===== config.mk =====
export PLATFORM = sky130hd
export DESIGN_NAME = psc_core
export DESIGN_NICKNAME = d
export VERILOG_FILES = /design/src/core/psc_pkg.sv /design/src/core/psc_core.sv
export VERILOG_INCLUDE_DIRS = /design/src /design/src/core
export SDC_FILE = /design/constraint.sdc
export NUM_CORES = 1
export LEC_CHECK = 0
export BUFFER_PORTS_ARGS = -buffer_cell sky130_fd_sc_hd__buf_2
export CELL_PAD_IN_SITES_DETAIL_PLACEMENT = 0
export CELL_PAD_IN_SITES_GLOBAL_PLACEMENT = 2
export CORE_MARGIN = 2
export CORE_UTILIZATION = 29
export CTS_CLUSTER_SIZE = 10
export DETAILED_ROUTE_END_ITERATION = 16
export PLACE_DENSITY = 0.82
export SYNTH_ARGS = -nofsm -noshare
export SYNTH_HDL_FRONTEND = slang
export SYNTH_SLANG_ARGS = --single-unit
export TNS_END_PERCENT = 5

===== constraint.sdc =====
create_clock -name CLOCK -period 3.6 [get_ports CLOCK]
set_input_delay 0.18 -clock CLOCK [delete_from_list [all_inputs] [get_ports CLOCK]]
set_output_delay 0.18 -clock CLOCK [all_outputs]
set_load 0.05 [all_outputs]

===== src/core/psc_params.svh =====
// constants of the pipelined sync sram cycle control
`ifndef PSC_PARAMS_SVH
`define PSC_PARAMS_SVH
`define PSC_ADDR_W 20
`define PSC_LANES 4
`define PSC_LANE_W 9
`define PSC_DATA_W 36
`define PSC_CNT_W 2
`define PSC_CNT_ZERO 2'h0
`define PSC_CNT_ONE 2'h1
`define PSC_LANES_NONE 4'h0
`define PSC_LANES_ALL 4'hF
`define PSC_ORDER_LINEAR 1'h0
`define PSC_ORDER_INTERLEAVE 1'h1
`endif


===== src/core/psc_pkg.sv =====
// types of the pipelined sync sram cycle control
`default_nettype none
package psc_pkg;
  // one-hot cycle state of the access logic
  typedef enum logic [3:0] {
    PSC_ST_IDLE  = 4'h1,
    PSC_ST_READ  = 4'h2,
    PSC_ST_WRITE = 4'h4,
    PSC_ST_SLEEP = 4'h8
  } psc_state_t;
endpackage : psc_pkg
`default_nettype wire


===== src/core/psc_core.sv =====
// cycle decode, burst counter and data pin control of the sram
`include "psc_params.svh"
`default_nettype none
// Function
// strap high steps low address bits in interleaved order
// strap low steps low address bits in linear wrap order
// bad chip enables with a taken strobe give a deselect, pins float
// sleep high ignores all controls and floats the data pins
// processor strobe with all enables starts a read burst
// writes only after a processor strobe cycle or on controller strobe
// controller strobe alone starts a burst, write if write low
// no strobe, advance low: step counter, read or write
// no strobe, advance high: hold address, read or write again
// write low on global write or gate plus any lane select
// controller drives lane selects low to pick lanes
// write stores only selected 9-bit lanes, global write all
// output enable acts asynchronously and is masked in writes
// read drives pins when output enable low, else floats
// controller raises output enable before a write
// two-bit counter loaded from low address bits, wraps after four; here cleared at burst start and added to or xored with those bits
// processor strobe write takes two clocks, data on the second
// read data leave the output register one clock later
// pins stay floating in the first cycle out of deselect
// counter and state are meaningless until a strobe loads them
module psc_core (
  // clock and reset
  input wire logic CLOCK,
  input wire logic RST_N,
  // address and strobes
  input wire logic [`PSC_ADDR_W-1:0] ADDR,
  input wire logic PROC_ADDR_STROBE_N,
  input wire logic CTRL_ADDR_STROBE_N,
  input wire logic BURST_STEP_N,
  // chip selects
  input wire logic CHIP_SEL_PRIMARY_N,
  input wire logic CHIP_SEL_SECOND,
  input wire logic CHIP_SEL_THIRD_N,
  // write controls
  input wire logic GLOBAL_WRITE_N,
  input wire logic BYTE_WRITE_GATE_N,
  input wire logic [`PSC_LANES-1:0] BYTE_LANE_SEL_N,
  // asynchronous pins and strap
  input wire logic SLEEP_REQUEST,
  input wire logic OUT_EN_N,
  input wire logic BURST_ORDER_SEL,
  // data pins, lane parity in bit 8 of each lane
  input wire logic [`PSC_DATA_W-1:0] DQ_IN,
  output logic [`PSC_DATA_W-1:0] DQ_OUT,
  output logic DQ_OE,
  // memory array side
  output logic [`PSC_ADDR_W-1:0] ARRAY_ADDR,
  output logic [`PSC_LANES-1:0] ARRAY_WE,
  output logic [`PSC_DATA_W-1:0] ARRAY_WDATA,
  input wire logic [`PSC_DATA_W-1:0] ARRAY_RDATA,
  // state
  output logic SLEEP_ACTIVE
);

  // synchronisers for sleep and the order strap
  logic sleep_m;
  logic sleep_s;
  logic order_m;
  logic order_s;

  // burst bookkeeping
  logic [`PSC_ADDR_W-1:0] base_addr;
  logic [`PSC_CNT_W-1:0] cnt;
  logic active;
  logic read_pend;
  logic drive;
  psc_pkg::psc_state_t state;
  psc_pkg::psc_state_t next_state;

  // two flops on sleep, which enters in two clocks anyway
  always_ff @(posedge CLOCK) begin
    sleep_m <= SLEEP_REQUEST;
    sleep_s <= sleep_m;
    order_m <= BURST_ORDER_SEL;
    order_s <= order_m;
  end

  // enable decode
  wire ce_ok = ~CHIP_SEL_PRIMARY_N & CHIP_SEL_SECOND & ~CHIP_SEL_THIRD_N;
  wire ce_bad = ~CHIP_SEL_SECOND | CHIP_SEL_THIRD_N;
  // processor strobe is dead while the primary enable is high
  wire p_take = ~PROC_ADDR_STROBE_N & ~CHIP_SEL_PRIMARY_N;
  wire c_take = ~CTRL_ADDR_STROBE_N;

  // combined write indication, low means write
  wire any_lane = ~&BYTE_LANE_SEL_N;
  wire write_n = ~(~GLOBAL_WRITE_N
    | (~BYTE_WRITE_GATE_N & any_lane));

  // cycle classification
  wire deselect = ~sleep_s & ((CHIP_SEL_PRIMARY_N & c_take)
    | ((p_take | c_take) & ~CHIP_SEL_PRIMARY_N
    & ce_bad));
  wire begin_p = ~sleep_s & p_take & ce_ok;
  wire begin_c = ~sleep_s & ~p_take & c_take & ce_ok;
  wire cont = ~sleep_s & ~p_take & ~c_take & active;
  wire step = cont & ~BURST_STEP_N;
  // a processor strobe cycle is a read, writes come later
  wire wr_cycle = (begin_c | cont) & ~write_n;
  wire rd_cycle = begin_p | ((begin_c | cont) & write_n);

  // next counter value and burst address bits
  // the order is applied on the way out, so one counter serves both
  // orders, and a strap change applies from the next address of a burst in progress
  wire [`PSC_CNT_W-1:0] cnt_nx =
    begin_p | begin_c ? `PSC_CNT_ZERO
    : step ? cnt + `PSC_CNT_ONE : cnt;
  wire [`PSC_CNT_W-1:0] start_lo = begin_p | begin_c
    ? ADDR[`PSC_CNT_W-1:0] : base_addr[`PSC_CNT_W-1:0];
  wire [`PSC_CNT_W-1:0] il_lo = start_lo ^ cnt_nx;
  wire [`PSC_CNT_W-1:0] ln_lo = start_lo + cnt_nx;
  wire [`PSC_CNT_W-1:0] lo_nx =
    order_s == `PSC_ORDER_INTERLEAVE ? il_lo : ln_lo;
  wire [`PSC_ADDR_W-1:0] hi_src = begin_p | begin_c ? ADDR : base_addr;
  wire [`PSC_ADDR_W-1:0] addr_nx =
    {hi_src[`PSC_ADDR_W-1:`PSC_CNT_W], lo_nx};

  // per-lane write enables, global write overrides the lanes
  logic [`PSC_LANES-1:0] lane_we;
  genvar g;
  generate
    for (g = 0; g < `PSC_LANES; g = g + 1) begin : g_lane
      assign lane_we[g] = wr_cycle & (~GLOBAL_WRITE_N
        | (~BYTE_WRITE_GATE_N & ~BYTE_LANE_SEL_N[g]));
    end
  endgenerate

  // next state of the access logic
  always_comb begin
    case (state)
      psc_pkg::PSC_ST_IDLE,
      psc_pkg::PSC_ST_READ,
      psc_pkg::PSC_ST_WRITE,
      psc_pkg::PSC_ST_SLEEP: begin
        if (sleep_s) begin
          next_state = psc_pkg::PSC_ST_SLEEP;
        end else if (wr_cycle) begin
          next_state = psc_pkg::PSC_ST_WRITE;
        end else if (rd_cycle) begin
          next_state = psc_pkg::PSC_ST_READ;
        end else begin
          next_state = psc_pkg::PSC_ST_IDLE;
        end
      end
      default: begin
        next_state = psc_pkg::PSC_ST_IDLE;
      end
    endcase
  end

  // state and burst registers
  always_ff @(posedge CLOCK) begin
    if (!RST_N) begin
      state <= psc_pkg::PSC_ST_IDLE;
      active <= 1'b0;
      cnt <= `PSC_CNT_ZERO;
      base_addr <= '0;
    end else begin
      state <= next_state;
      if (begin_p | begin_c) begin
        base_addr <= ADDR;
        active <= 1'b1;
      end else if (deselect | sleep_s) begin
        active <= 1'b0;
      end
      cnt <= cnt_nx;
    end
  end

  // array port, write data taken at the same rise
  always_ff @(posedge CLOCK) begin
    if (!RST_N) begin
      ARRAY_ADDR <= '0;
      ARRAY_WE <= `PSC_LANES_NONE;
      ARRAY_WDATA <= '0;
    end else begin
      if (rd_cycle | wr_cycle) begin
        ARRAY_ADDR <= addr_nx;
      end
      ARRAY_WE <= lane_we;
      ARRAY_WDATA <= DQ_IN;
    end
  end

  // output register: one stage of read latency
  always_ff @(posedge CLOCK) begin
    if (!RST_N) begin
      read_pend <= 1'b0;
      drive <= 1'b0;
      DQ_OUT <= '0;
      SLEEP_ACTIVE <= 1'b0;
    end else begin
      read_pend <= rd_cycle;
      // only a completed read drives; a fresh access is still empty
      drive <= read_pend & ~sleep_s & ~wr_cycle
        & ~deselect;
      if (read_pend) begin
        DQ_OUT <= ARRAY_RDATA;
      end
      SLEEP_ACTIVE <= sleep_s;
    end
  end

  // output enable is never sampled; writes mask it through drive
  assign DQ_OE = drive & ~OUT_EN_N;
endmodule : psc_core
`default_nettype wire


# Yosys cells after proc, flatten, opt, wreduce, memory -nomap -nowiden
# Cells that the tools add are included.
[word_totals] output_inout_bits=98 ff_bits=126
[classes] bitwise_logic=62 n_reduce_logical=3 add_sub_neg=2 mux=7
[ops] cell="$and A1 B1 Y1" count=30
[ops] cell="$mux W20" count=1
[ops] cell="$not A1 Y1" count=18
[ops] cell="$or A1 B1 Y1" count=13
[ops] cell="$mux W2" count=4
[ops] cell="$reduce_and A4 Y1" count=1
[ops] cell="$add A2 B1 Y2 const B" count=1
[ops] cell="$add A2 B2 Y2" count=1
[ops] cell="$mux W1" count=2
[ops] cell="$reduce_bool A2 Y1" count=1
[ops] cell="$xor A2 B2 Y2" count=1
[ops] cell="$logic_not A1 Y1" count=1

# Logic depth before layout (Yosys ltp)
# Gate-level depths: netlist of run 1.
[depth] ltp_word=11 mapped_depth=10 depth_no_buf=9

# Worst setup path before layout of run 1
# OpenSTA, ideal clock, no wires.
[synth_path] path_type="reg2reg" from="register sleep_s" to="register ARRAY_ADDR[1]" n_path_buf=1 arrival_time_ps=2035 synth_period_minus_slack_ps=2155 path_stages_with_launch=11 path_slack_ps=1445 t_required_ps=3480 path_cell_list="dfxtp_1 -> or4b_4 -> a21oi_2 -> buf_6 -> nand2_1 -> nand2_1 -> ha_1 -> nand2b_1 -> and3_2 -> o21a_1 -> o31a_1"
[synth_between] elab_chain_len=9 word_cells_on_any_way=21 cone_classes="1 x add/sub; 4 x mux; 16 x bitwise"
[synth_rtl] element="from (decl)" line_no="psc_core.sv:61" source="logic sleep_s;"
[synth_rtl] element="from (signal assigned)" line_no="psc_core.sv:77" source="sleep_s <= sleep_m;"
[synth_rtl] element="$not A1 Y1 (*)" line_no="psc_core.sv:98, psc_core.sv:99, psc_core.sv:100"
[synth_rtl] element="$and A1 B1 Y1" line_no="psc_core.sv:99, psc_core.sv:100"
[synth_rtl] element="$and A1 B1 Y1 (2 in a row)" line_no="psc_core.sv:100" source="wire cont = ~sleep_s & ~p_take & ~c_take & active;"
[synth_rtl] element="$and A1 B1 Y1" line_no="psc_core.sv:101" source="wire step = cont & ~BURST_STEP_N;"
[synth_rtl] element="$mux W2" line_no="psc_core.sv:111" source=": step ? cnt + `PSC_CNT_ONE : cnt;"
[synth_rtl] element="$mux W2" line_no="psc_core.sv:110" source="begin_p | begin_c ? `PSC_CNT_ZERO"
[synth_rtl] element="$add A2 B2 Y2 or $xor A2 B2 Y2 (tied branches)" line_no="psc_core.sv:115, psc_core.sv:114"
[synth_rtl] element="$mux W2" line_no="psc_core.sv:117" source="order_s == `PSC_ORDER_INTERLEAVE ? il_lo : ln_lo;"
[synth_rtl] element="to (signal assigned)" line_no="psc_core.sv:182" source="ARRAY_ADDR <= addr_nx;"
[synth_rtl] element="to (decl)" line_no="psc_core.sv:51" source="output logic [`PSC_ADDR_W-1:0] ARRAY_ADDR,"
# Every way passes the cells marked *; elsewhere a longest branch is shown, timed or not.
# A chain may end at the register's enable or synchronous reset.

# Worst setup path in the final report of run 1
# Same ends and word-level chain as after synthesis.

==> results.md, run 1 <==
- Status: finished clean
- Worst Reg-to-Reg Cells: 10
- GRT Total Usage: 0.1374
- Dpl cells: slightly above 800
- Post-DR wirelength/cell: 12.61 microns
- Routing usage on met3: 0.06400
- GR peak layer: met2
- Via/cell ratio: approximately 4.2
- DRC violation count after routing: 0
- Die H: around 130 microns
- CTS Buf Count: 17
- Mapped Nets: approximately 540
- Mean Syn Cell Area: between 10 and 15 sq um
- Post-CTS Resized: 0
- Slew headroom: 0.2619
- Combinational group share of total power: 0.082
- Number of global-route vias before repair: 3856
- Clock slew at reported path FFs: 0.06 ns
- Core Region: between 15000 and 20000 sq um
- P_int: 2826 uW
- Final #Nets: between 700 and 800
- Peak supply drop: about 0.3 mV
- Synth unique cells: 39
- Vias: approximately 3800
- Die width: approximately 130 microns
- Mapped Area: between 4000 and 5000 sq um
- GRT met1 Usage: 0.1553
- Most common cell in the netlist: dfxtp_1
- Unrepaired setup endpoints after global routing: false
- Pleak: about 0.003 uW
- Number of top-level pins: 207
- First-pass GRT wire length: between 15000 and 20000 microns
- Commonest cells post-synth: 126 x dfxtp_1, 62 x nand2_1, 40 x and2_1
- Hold Fails Final Rpt: 0
- IO buf count: around 210
- Total power per unit cell area: between 500 and 600 nW/um^2
- Slew Limit Fails: 0
- Hold WC Path Type: in2reg
- Starting density of the core: 0.2985
- HPWL after DPL: between 7000 and 8000 microns
- Final core occ: 0.4458
- Seq. cell area: roughly 2500 sq um
- DR iter-0 viols: 114
- Worst-margin pin slew: around 1.1 ns
- Maximum clock path buffer count: 2
- Largest net degree at the start of global routing: 47
- Setup Skew: between 0.005 and 0.006 ns
- Worst endpoint required time: just under 4 ns
- CTS root buf: clkbuf_16
- Hold-fix buffers, CTS: 38
- Async S/R FF share, synth: 0
- Hold depth: 3
- CP Capture Type: register
- Prevailing post-synth register cell: dfxtp_1
- Flop pwr share: 0.397
- Crit Path Category: reg2reg
- Worst-skew pair later-pin latency: around 0.4 ns
- Final setup vio count: 0
- Achievable Freq: around 420 MHz
- Arrival time worst endpoint: 2.65 ns
- Synth area leaders: dfxtp_1 55%, mux2i_1 7.9%, and2_1 5.5%, a21boi_0 5.3%, nor2b_1 5.2%
- Cell count after synthesis: 426
- Clock power share: 0.521
- Cell taking the most area after synthesis: dfxtp_1
- Critical path peak fanout: 21
- # clock sinks: between 100 and 150
- CTS tree: done
- Switch share: 0.2221
- MaxCap Viol Count: 0
- Share of the synthesized area in the top cell type: 0.5538
- Share of layout cells above drive strength 1: 0.3959
- Total wire length: about 11000 microns
- #FFs+latches synth: 126
- Layout Cells excl Fill: about 890
- Post-CTS Setup Bufs: 0
- Antenna violations before repair: 2
- Post-synthesis sequential area ratio: 0.5538
- Row count: 45
- Grt met2 use: 0.2322
- Period utilization: 0.6558
- GPL Wtd Cong: roughly 0.7
- TNS Setup: 0 ns
- Routed Antenna Nets: 0
- Router iterations before antenna repair: 4
- Post-synth EDFFs: 0
- GR Overflow Total: 0
- Switching power: approximately 810 uW
- Final min period: around 2.4 ns
- Die area: 16720 sq um
- Fill cells: ~1500
- CP Launch Type: register
- Syn. warnings: 0
- H-tree depth: 4
- Area growth from synthesis to layout: 49.34%
- Area taken by multi-input logic gates: 1897 sq um
==> cell families after synthesis <==
logic type	count (synthesis)	synth area share
simple gates	164	0.2000
flops	126	0.5538
compound gates	55	0.08681
mux	54	0.1236
buf+inv	25	0.03104
xor+xnor	1	0.001923
fa+ha+maj	1	0.002747
==> layout make-up <==
| cell class | instances | share of cell area |
|---|---|---|
| diodes | 1 | 0.0003679 |
| clock buffers | 20 | 0.06714 |
| clock inverters | 12 | 0.03072 |
| multi-input cells | 275 | 0.2789 |
| flip-flops and latches | 126 | 0.3710 |
| well taps | 211 | 0.03882 |
| repair buffers | 249 | 0.2130 |
==> flip-flops by register name, indices dropped and copies added (netlist names) <==
name / count
order_m: 1
ARRAY_WE: 4
sleep_s: 1
ARRAY_ADDR: 20
read_pend: 1
drive: 1
cnt: 2
SLEEP_ACTIVE: 1
sleep_m: 1
ARRAY_WDATA: 36
base_addr: 20
active: 1
order_s: 1
DQ_OUT: 36
==> per-stage QoR <==
stage	total power, uW	hold slack [ns]	worst slack, ns	instance area (sq um)
after floorplan	1637	0.2077	1.445	4554
after global placement	1737	0.2853	1.211	5753
after detailed placement	1741	0.2837	1.177	5753
after CTS	3690	0.009528	1.188	6799
after global routing	3783	0.02321	1.042	6799
final	3633	0.03419	1.239	6802
==> power groups by stage <==
stage	registers, uW	logic (uW)	clock network, uW
2_1_floorplan	1570	68.1	0
3_3_place_gp	1470	266	0
3_5_place_dp	1470	269	0
4_1_cts	1440	301	1950
5_1_grt	1440	321	2020
6_report	1440	299	1890
==> worst paths after layout <==
| kind | start | endpoint | slack (ns) |
|---|---|---|---|
| worst max register to register | sleep_s | ARRAY_ADDR[1] | 1.24 |
| worst max-delay path | sleep_s | ARRAY_ADDR[1] | 1.24 |
| worst min register to register | sleep_m | sleep_s | 0.33 |
| worst min-delay path | ARRAY_RDATA[26] | DQ_OUT[26] | 0.03 |
==> critical path: stages, from the launching register on <==
cell	delay, ns
dfxtp_1	0.34
or4b_4	0.51
a21oi_2	0.11
buf_4	0.27
nand2_1	0.09
nand2_1	0.08
ha_1	0.14
nand2b_1	0.07
and3_2	0.19
o21a_1	0.16
o31a_1	0.27
==> per-layer routing <==
metal  part of all wire  vias up  wire, microns
met5             0.0012        -             13
met4             0.0086        2             97
met3              0.096       12           1077
met2               0.47      152           5309
met1               0.42     1709           4773
li1                   -     1907              -
==> cells in the final DEF, fill, tap and decap left out, types with 3 or more instances in the layout <==
master,n
buf_2,206
dfxtp_1,125
nand2_1,62
and2_1,40
nor2b_1,38
dlygate4sd3_1,38
mux2i_1,36
a21boi_0,32
mux2_2,18
clkbuf_16,17
a21boi_1,6
and3_1,5
o21ai_0,5
bufinv_16,5
buf_4,5
a21oi_1,4
clkinv_4,4
nor2_1,3
nand3_1,3
Power figures use the tool's default switching activity.
==> inputs of run 2 (changes only) <==
--- a/config.mk
+++ b/config.mk
@@ -10,10 +10,10 @@
 export CELL_PAD_IN_SITES_DETAIL_PLACEMENT = 0
 export CELL_PAD_IN_SITES_GLOBAL_PLACEMENT = 2
 export CORE_MARGIN = 2
-export CORE_UTILIZATION = 29
+export CORE_UTILIZATION = 27
 export CTS_CLUSTER_SIZE = 10
 export DETAILED_ROUTE_END_ITERATION = 16
-export PLACE_DENSITY = 0.82
+export PLACE_DENSITY = 0.77
 export SYNTH_ARGS = -nofsm -noshare
 export SYNTH_HDL_FRONTEND = slang
 export SYNTH_SLANG_ARGS = --single-unit
==> constraint.sdc (replaced) <==
create_clock -name CLOCK -period 2.45 [get_ports CLOCK]
set_input_delay 0.1225 -clock CLOCK [delete_from_list [all_inputs] [get_ports CLOCK]]
set_output_delay 0.1225 -clock CLOCK [all_outputs]
set_load 0.05 [all_outputs]
==> results.md, run 2 (same netlist as run 1, synthesis figures left out) <==
- Status: finished clean
- Total wire length: 12540 microns (+11%)
- Flop pwr share: 0.387 (-0.010)
- HPWL after DPL: 8391 microns (+6.4%)
- Die area: 17920 sq um (+7.2%)
- Worst endpoint required time: 2.75 ns (-1.14 ns)
- Maximum clock path buffer count: 2 (unchanged)
- Switching power: 1266 uW (+57%)
- Most frequent cells in the layout: 206 x buf_2, 125 x dfxtp_1, 92 x dlygate4sd3_1, 62 x nand2_1, 40 x and2_1
- Slew Limit Fails: 0 (unchanged)
- GPL Wtd Cong: 0.7245 (+0.79%)
- Starting density of the core: 0.2756 (-0.02287)
- DR iter-0 viols: 140 (+23%)
- Die H: 133.9 microns (+3.5%)
- Hold Crit Endpoint: base_addr[0]
- P_int: 4199 uW (+49%)
- Worst Min Path Start: ADDR[0]
- H-tree depth: 4 (unchanged)
- MaxCap Viol Count: 0 (unchanged)
- Number of global-route vias before repair: 4059 (+5.3%)
- Core Region: 16520 sq um (+8.3%)
- Largest net degree at the start of global routing: 54 (+15%)
- First-pass GRT wire length: 19850 microns (+11%)
- Clock power share: 0.519 (-0.002)
- Pleak: 0.003249 uW (+8.2%)
- GR Overflow Total: 0 (unchanged)
- CTS tree: done
- Hold depth: 4 (+1)
- RR Startpoint: sleep_s
- Peak supply drop: 0.4550 mV (+48%)
- Antenna violations before repair: 1 (-1)
- R2r endpoint: ARRAY_ADDR[1]
- Commonest non-fill, non-tap cell in the layout: buf_2
- Vias: 3959 (+4.7%)
- CTS Buf Count: 17 (unchanged)
- # clock sinks: 126 (unchanged)
- Overall Power: 5465 uW (+50%)
- ANT cells: 0 (-1)
- Share of layout cells above drive strength 1: 0.3691 (-0.02683)
- Hold WC Path Type: in2reg
- Setup Skew: 0.006195 ns (+0.0008309 ns)
- TNS Setup: 0 ns (unchanged)
- Row count: 47 (+4.4%)
- Achievable Freq: 479.4 MHz (+13%)
- Post-DR wirelength/cell: 13.10 microns (+3.9%)
- Router iterations before antenna repair: 3 (-1)
- Arrival time worst endpoint: 2.39 ns (-0.26 ns)
- Worst-margin pin slew: 0.6297 ns (-0.4774 ns)
- Slew headroom: 0.5802 (+0.3183)
- CP Launch Type: register
- Combinational group share of total power: 0.094 (+0.012)
- Top flop regs: ARRAY_WDATA x36, DQ_OUT x36
- Routed Antenna Nets: 0 (unchanged)
- Final min period: 2.086 ns (-0.2750 ns)
- Hold Fails Final Rpt: 0 (unchanged)
- Die width: 133.9 microns (+3.5%)
- Worst-skew pair later-pin latency: 0.41 ns (about the same)
- DRC violation count after routing: 0 (unchanged)
- Final #Nets: 834 (+7.1%)
- Crit Path Category: reg2reg
- Number of top-level pins: 207 (unchanged)
- CP Capture Type: register
- Clock slew at reported path FFs: 0.06 ns (about the same)
- Period utilization: 0.8514 (+0.1956)
- Area growth from synthesis to layout: 62.20%
- Final setup vio count: 0 (unchanged)
- IO buf count: 206 (unchanged)
- R2R Setup Slk: 0.36 ns (-0.88 ns)
- Unrepaired setup endpoints after global routing: false
- WHS: 0.04827 ns (+0.01408 ns)
- GRT Total Usage: 0.1422 (+0.004855)
- Critical path peak fanout: 4 (-81%)
- CTS root buf: clkbuf_16
- Worst Reg-to-Reg Cells: 9 (-1)
- Switch share: 0.2316 (+0.009522)
- Via/cell ratio: 4.137 (-2.2%)
- Total power per unit cell area: 739.8 nW/um^2 (+38%)
-- run 2: cell count changes in the layout (fill, tap and decap cells not counted) --
cell / change
dlygate4sd3_1: +54
inv_6: +3
buf_12: +2
buf_4: -1
clkbuf_1: -1
clkbuf_8: -1
clkinv_4: -1
clkinvlp_4: -1
diode_2: -1
inv_8: +1
-- run 2: area by class of cell --
class / instances / area [sq um]
Fill cell: 1600 / 9138
Clock buffer: 18 / 439.2
Clock inverter: 14 / 230.2
Tap cell: 220 / 275.3
Timing Repair Buffer: 304 / 2022
Sequential cell: 126 / 2524
Multi-Input combinational cell: 275 / 1897
-- run 2: power groups by stage --
| stage | clock (uW) | combinational (uW) | sequential, uW |
|---|---|---|---|
| floorplan | 0 | 100 | 2310 |
| global placement | 0 | 397 | 2160 |
| detailed placement | 0 | 401 | 2160 |
| CTS | 2920 | 516 | 2120 |
| global route | 3010 | 552 | 2120 |
| finish | 2840 | 513 | 2120 |
-- run 2: worst max path at each step --
stage               startpoint  slack, ns  depth (start not counted)             to
floorplan              sleep_s       0.30                         10  ARRAY_ADDR[1]
global placement       sleep_s       0.38                          9  ARRAY_ADDR[1]
detailed placement     sleep_s       0.35                          9  ARRAY_ADDR[1]
CTS                    sleep_s       0.34                          9  ARRAY_ADDR[1]
global route           sleep_s       0.20                          9  ARRAY_ADDR[1]
finish                 sleep_s       0.36                          9  ARRAY_ADDR[1]
-- run 2: critical path: stages (launching register included) --
cell      delay, ns
dfxtp_1        0.35
or4b_4         0.52
a21oi_2        0.17
nand2_1        0.07
nand2_1        0.07
ha_1           0.15
nand2b_1       0.06
and3_2         0.18
o21a_1         0.16
o31a_1         0.26
-- run 2: per-layer routing --
layer	global-route usage	vias up	routed length [microns]
met2	0.2447	139	6021
met3	0.05820	18	1015
li1	-	2012	-
met5	0	-	13
met4	0.04610	2	163
met1	0.1602	1788	5325
-- run 2: stage by stage --
stage	instance area, sq um	worst slack, ns	std cells	util
2_1_floorplan	4554	0.2951	426	-
6_report	7387	0.3640	957	0.4470
4_1_cts	7387	0.3392	957	0.4470
5_1_grt	7387	0.1988	957	0.4470
3_3_place_gp	5797	0.3789	833	0.3508
3_5_place_dp	5797	0.3478	833	0.3508
-- run 2: repair_timing --
action	CTS	global route
endpoints found under the setup margin	0	0
endpoints found under the hold margin	110	0
resized for setup	0	0
buffers inserted	0	0
hold buffers	92	0
==> inputs of run 3 (changes only) <==
--- a/config.mk
+++ b/config.mk
@@ -10,10 +10,11 @@
 export CELL_PAD_IN_SITES_DETAIL_PLACEMENT = 0
 export CELL_PAD_IN_SITES_GLOBAL_PLACEMENT = 2
 export CORE_MARGIN = 2
-export CORE_UTILIZATION = 27
+export CORE_UTILIZATION = 25
 export CTS_CLUSTER_SIZE = 10
 export DETAILED_ROUTE_END_ITERATION = 16
-export PLACE_DENSITY = 0.77
+export MAX_ROUTING_LAYER = met4
+export PLACE_DENSITY = 0.72
 export SYNTH_ARGS = -nofsm -noshare
 export SYNTH_HDL_FRONTEND = slang
 export SYNTH_SLANG_ARGS = --single-unit
==> results.md, run 3 (same netlist as run 1, synthesis figures left out) <==
- Peak supply drop: 0.4487 mV (-1.4%)
- TNS Setup: 0 ns (unchanged)
- R2R Setup Slk: 0.30 ns (-0.07 ns)
- Share of layout cells above drive strength 1: 0.3708 (+0.001708)
- Hold WC Path Type: in2reg
- First-pass GRT wire length: 20370 microns (+2.6%)
- Critical path capture point: ARRAY_ADDR[1]
- Worst Reg-to-Reg Cells: 9 (unchanged)
- Largest net degree at the start of global routing: 53 (-1.9%)
- Slew Limit Fails: 0 (unchanged)
- Final #Nets: 836 (+0.24%)
- Met1 WL: 5256 microns (-1.3%)
- Pleak: 0.003220 uW (-0.88%)
- Row count: 49 (+4.3%)
- Final min period: 2.153 ns (+0.06733 ns)
- Die width: 139.0 microns (+3.8%)
- Combinational group share of total power: 0.099 (+0.005)
- Vias: 4002 (+1.1%)
- CTS tree: done
- GPL Wtd Cong: 0.7277 (+0.44%)
- Die H: 139.0 microns (+3.8%)
- CTS Buf Count: 17 (unchanged)
- Area growth from synthesis to layout: 61.04%
- Maximum clock path buffer count: 2 (unchanged)
- Die area: 19310 sq um (+7.8%)
- MaxCap Viol Count: 0 (unchanged)
- Flop pwr share: 0.407 (+0.020)
- DRC violation count after routing: 0 (unchanged)
- Slowest stage delay, CP: 0.51 ns (about the same)
- Worst setup startpoint: sleep_s
- Final setup vio count: 0 (unchanged)
- Arrival time worst endpoint: 2.46 ns (+0.07 ns)
- Worst endpoint required time: 2.75 ns (about the same)
- Top flop regs: ARRAY_WDATA x36, DQ_OUT x36
- Switching power: 1318 uW (+4.1%)
- Switch share: 0.2536 (+0.02197)
- Achievable Freq: 464.4 MHz (-3.1%)
- Slew headroom: 0.5639 (-0.01629)
- Starting density of the core: 0.2544 (-0.02121)
- Worst-margin pin slew: 0.6541 ns (+0.02443 ns)
- Worst-skew pair later-pin latency: 0.41 ns (about the same)
- HPWL after DPL: 8319 microns (-0.85%)
- CP max stage cell: or4b_4
- RR Startpoint: sleep_s
- IO buf count: 206 (unchanged)
- Crit path depth: 9 (unchanged)
- Router iterations before antenna repair: 4 (+1)
- Post-CTS Resized: 0 (unchanged)
- Total wire length: 12380 microns (-1.3%)
- Post-place setup slack: 0.3102 ns (-0.03762 ns)
- Post-route cell area: 7335 sq um (-0.71%)
- DR iter-0 viols: 149 (+6.4%)
- Commonest non-fill, non-tap cell in the layout: buf_2
- Crit-path cells: or4b_4 > a21oi_2 > nand2_1 > nand2_1 > ha_1 > nand2b_1 > and3_2 > o21a_1 > o31a_1
- Highest metal used: met4
- Status: finished clean
- Top delay family on crit path: simple AND/OR/NAND/NOR gates
- Clock power share: 0.494 (-0.025)
- Number of top-level pins: 207 (unchanged)
- Antenna violations before repair: 0 (-1)
- Overall Power: 5196 uW (-4.9%)
- R2r endpoint: ARRAY_ADDR[1]
- Routed wl met3: 784 microns (-23%)
- Placement Cell Area: 5811 sq um (+0.24%)
- Total power per unit cell area: 708.4 nW/um^2 (-4.2%)
- Period utilization: 0.8789 (+0.02748)
- GR Overflow Total: 0 (unchanged)
- Most common cell on crit path: nand2_1
- Fill cells: 1729 (+8.1%)
- CP Launch Type: register
- Unrepaired setup endpoints after global routing: false
- Hold Fails Final Rpt: 0 (unchanged)
- Crit Path Category: reg2reg
- Post-DR wirelength/cell: 12.78 microns (-2.4%)
- Met2 routed wirelength: 6147 microns (+2.1%)
- Core Region: 17900 sq um (+8.3%)
- CP Capture Type: register
- Setup ws final: 0.2967 ns (-0.06733 ns)
- H-tree depth: 4 (unchanged)
- GRT Total Usage: 0.1354 (-0.006882)
- WHS: 0.03369 ns (-0.01459 ns)
- Most frequent cells in the layout: 206 x buf_2, 125 x dfxtp_1, 92 x dlygate4sd3_1, 62 x nand2_1, 40 x and2_1
- ANT cells: 0 (unchanged)
- P_int: 3878 uW (-7.6%)
- # clock sinks: 126 (unchanged)
- Setup Skew: 0.006167 ns (-0.00002809 ns)
- Critical path peak fanout: 4 (unchanged)
- Number of global-route vias before repair: 4221 (+4.0%)
- Via/cell ratio: 4.134 (about the same)
- Worst path bufs/invs: 0 (unchanged)
- Clock slew at reported path FFs: 0.06 ns (about the same)
- Routed Antenna Nets: 0 (unchanged)
- CTS root buf: clkbuf_16
run 3: cell types whose count changed in the layout (fill, tap and decap cells not counted), sizes merged:
| cell | previous run | this run |
|---|---|---|
| buf | 212 | 214 |
| clkinv | 3 | 2 |
| bufinv | 5 | 2 |
| inv | 5 | 8 |
| clkbuf | 18 | 17 |
| clkinvlp | 1 | 3 |
run 3: power groups by stage:
stage,Combinational [uW],Clock (uW),Sequential [uW]
2_1_floorplan,100,0,2310
3_3_place_gp,396,0,2160
3_5_place_dp,400,0,2160
4_1_cts,515,2630,2120
5_1_grt,550,2740,2120
6_report,513,2570,2120
run 3: tightest hold or removal path, stage by stage:
cell and delay, ns:
buf_2 0.10, nand3_1 0.09, a21boi_0 0.09
run 3: per-layer routing:
metal  global-route usage  up-vias
li1                     -     2017
met1               0.1470     1837
met2               0.2333      131
met3              0.04282       17
met4              0.04785        0
met5                    -        -
run 3: what timing repair did:
action	CTS	global route
hold buffers	92	0
endpoints found under the hold margin	109	0
setup buffers	0	0
run 3: worst min path at each step:
stage	from	end	slack, ns	depth (start not counted)
2_1_floorplan	BURST_ORDER_SEL	order_m	0.15	0
3_3_place_gp	SLEEP_REQUEST	sleep_m	0.23	1
3_5_place_dp	BURST_ORDER_SEL	order_m	0.23	1
4_1_cts	ADDR[1]	base_addr[1]	0.02	3
5_1_grt	ADDR[1]	base_addr[1]	0.05	3
6_report	ADDR[1]	base_addr[1]	0.03	3
run 3: cell type report:
class	instances	area, sq um	share of cell area
tap	229	286.5	0.03907
multi-input combinational	275	1897	0.2586
clock inverter	15	177.7	0.02422
clock buffer	17	425.4	0.05800
sequential	126	2524	0.3441
timing repair buffer	306	2024	0.2760
run 3: stage by stage:
| step | std cells | utilization |
|---|---|---|
| 6_report | 968 | 0.4097 |
| 3_3_place_gp | 844 | 0.3246 |
| 5_1_grt | 968 | 0.4097 |
| 2_1_floorplan | 426 | - |
| 4_1_cts | 968 | 0.4097 |
| 3_5_place_dp | 844 | 0.3246 |
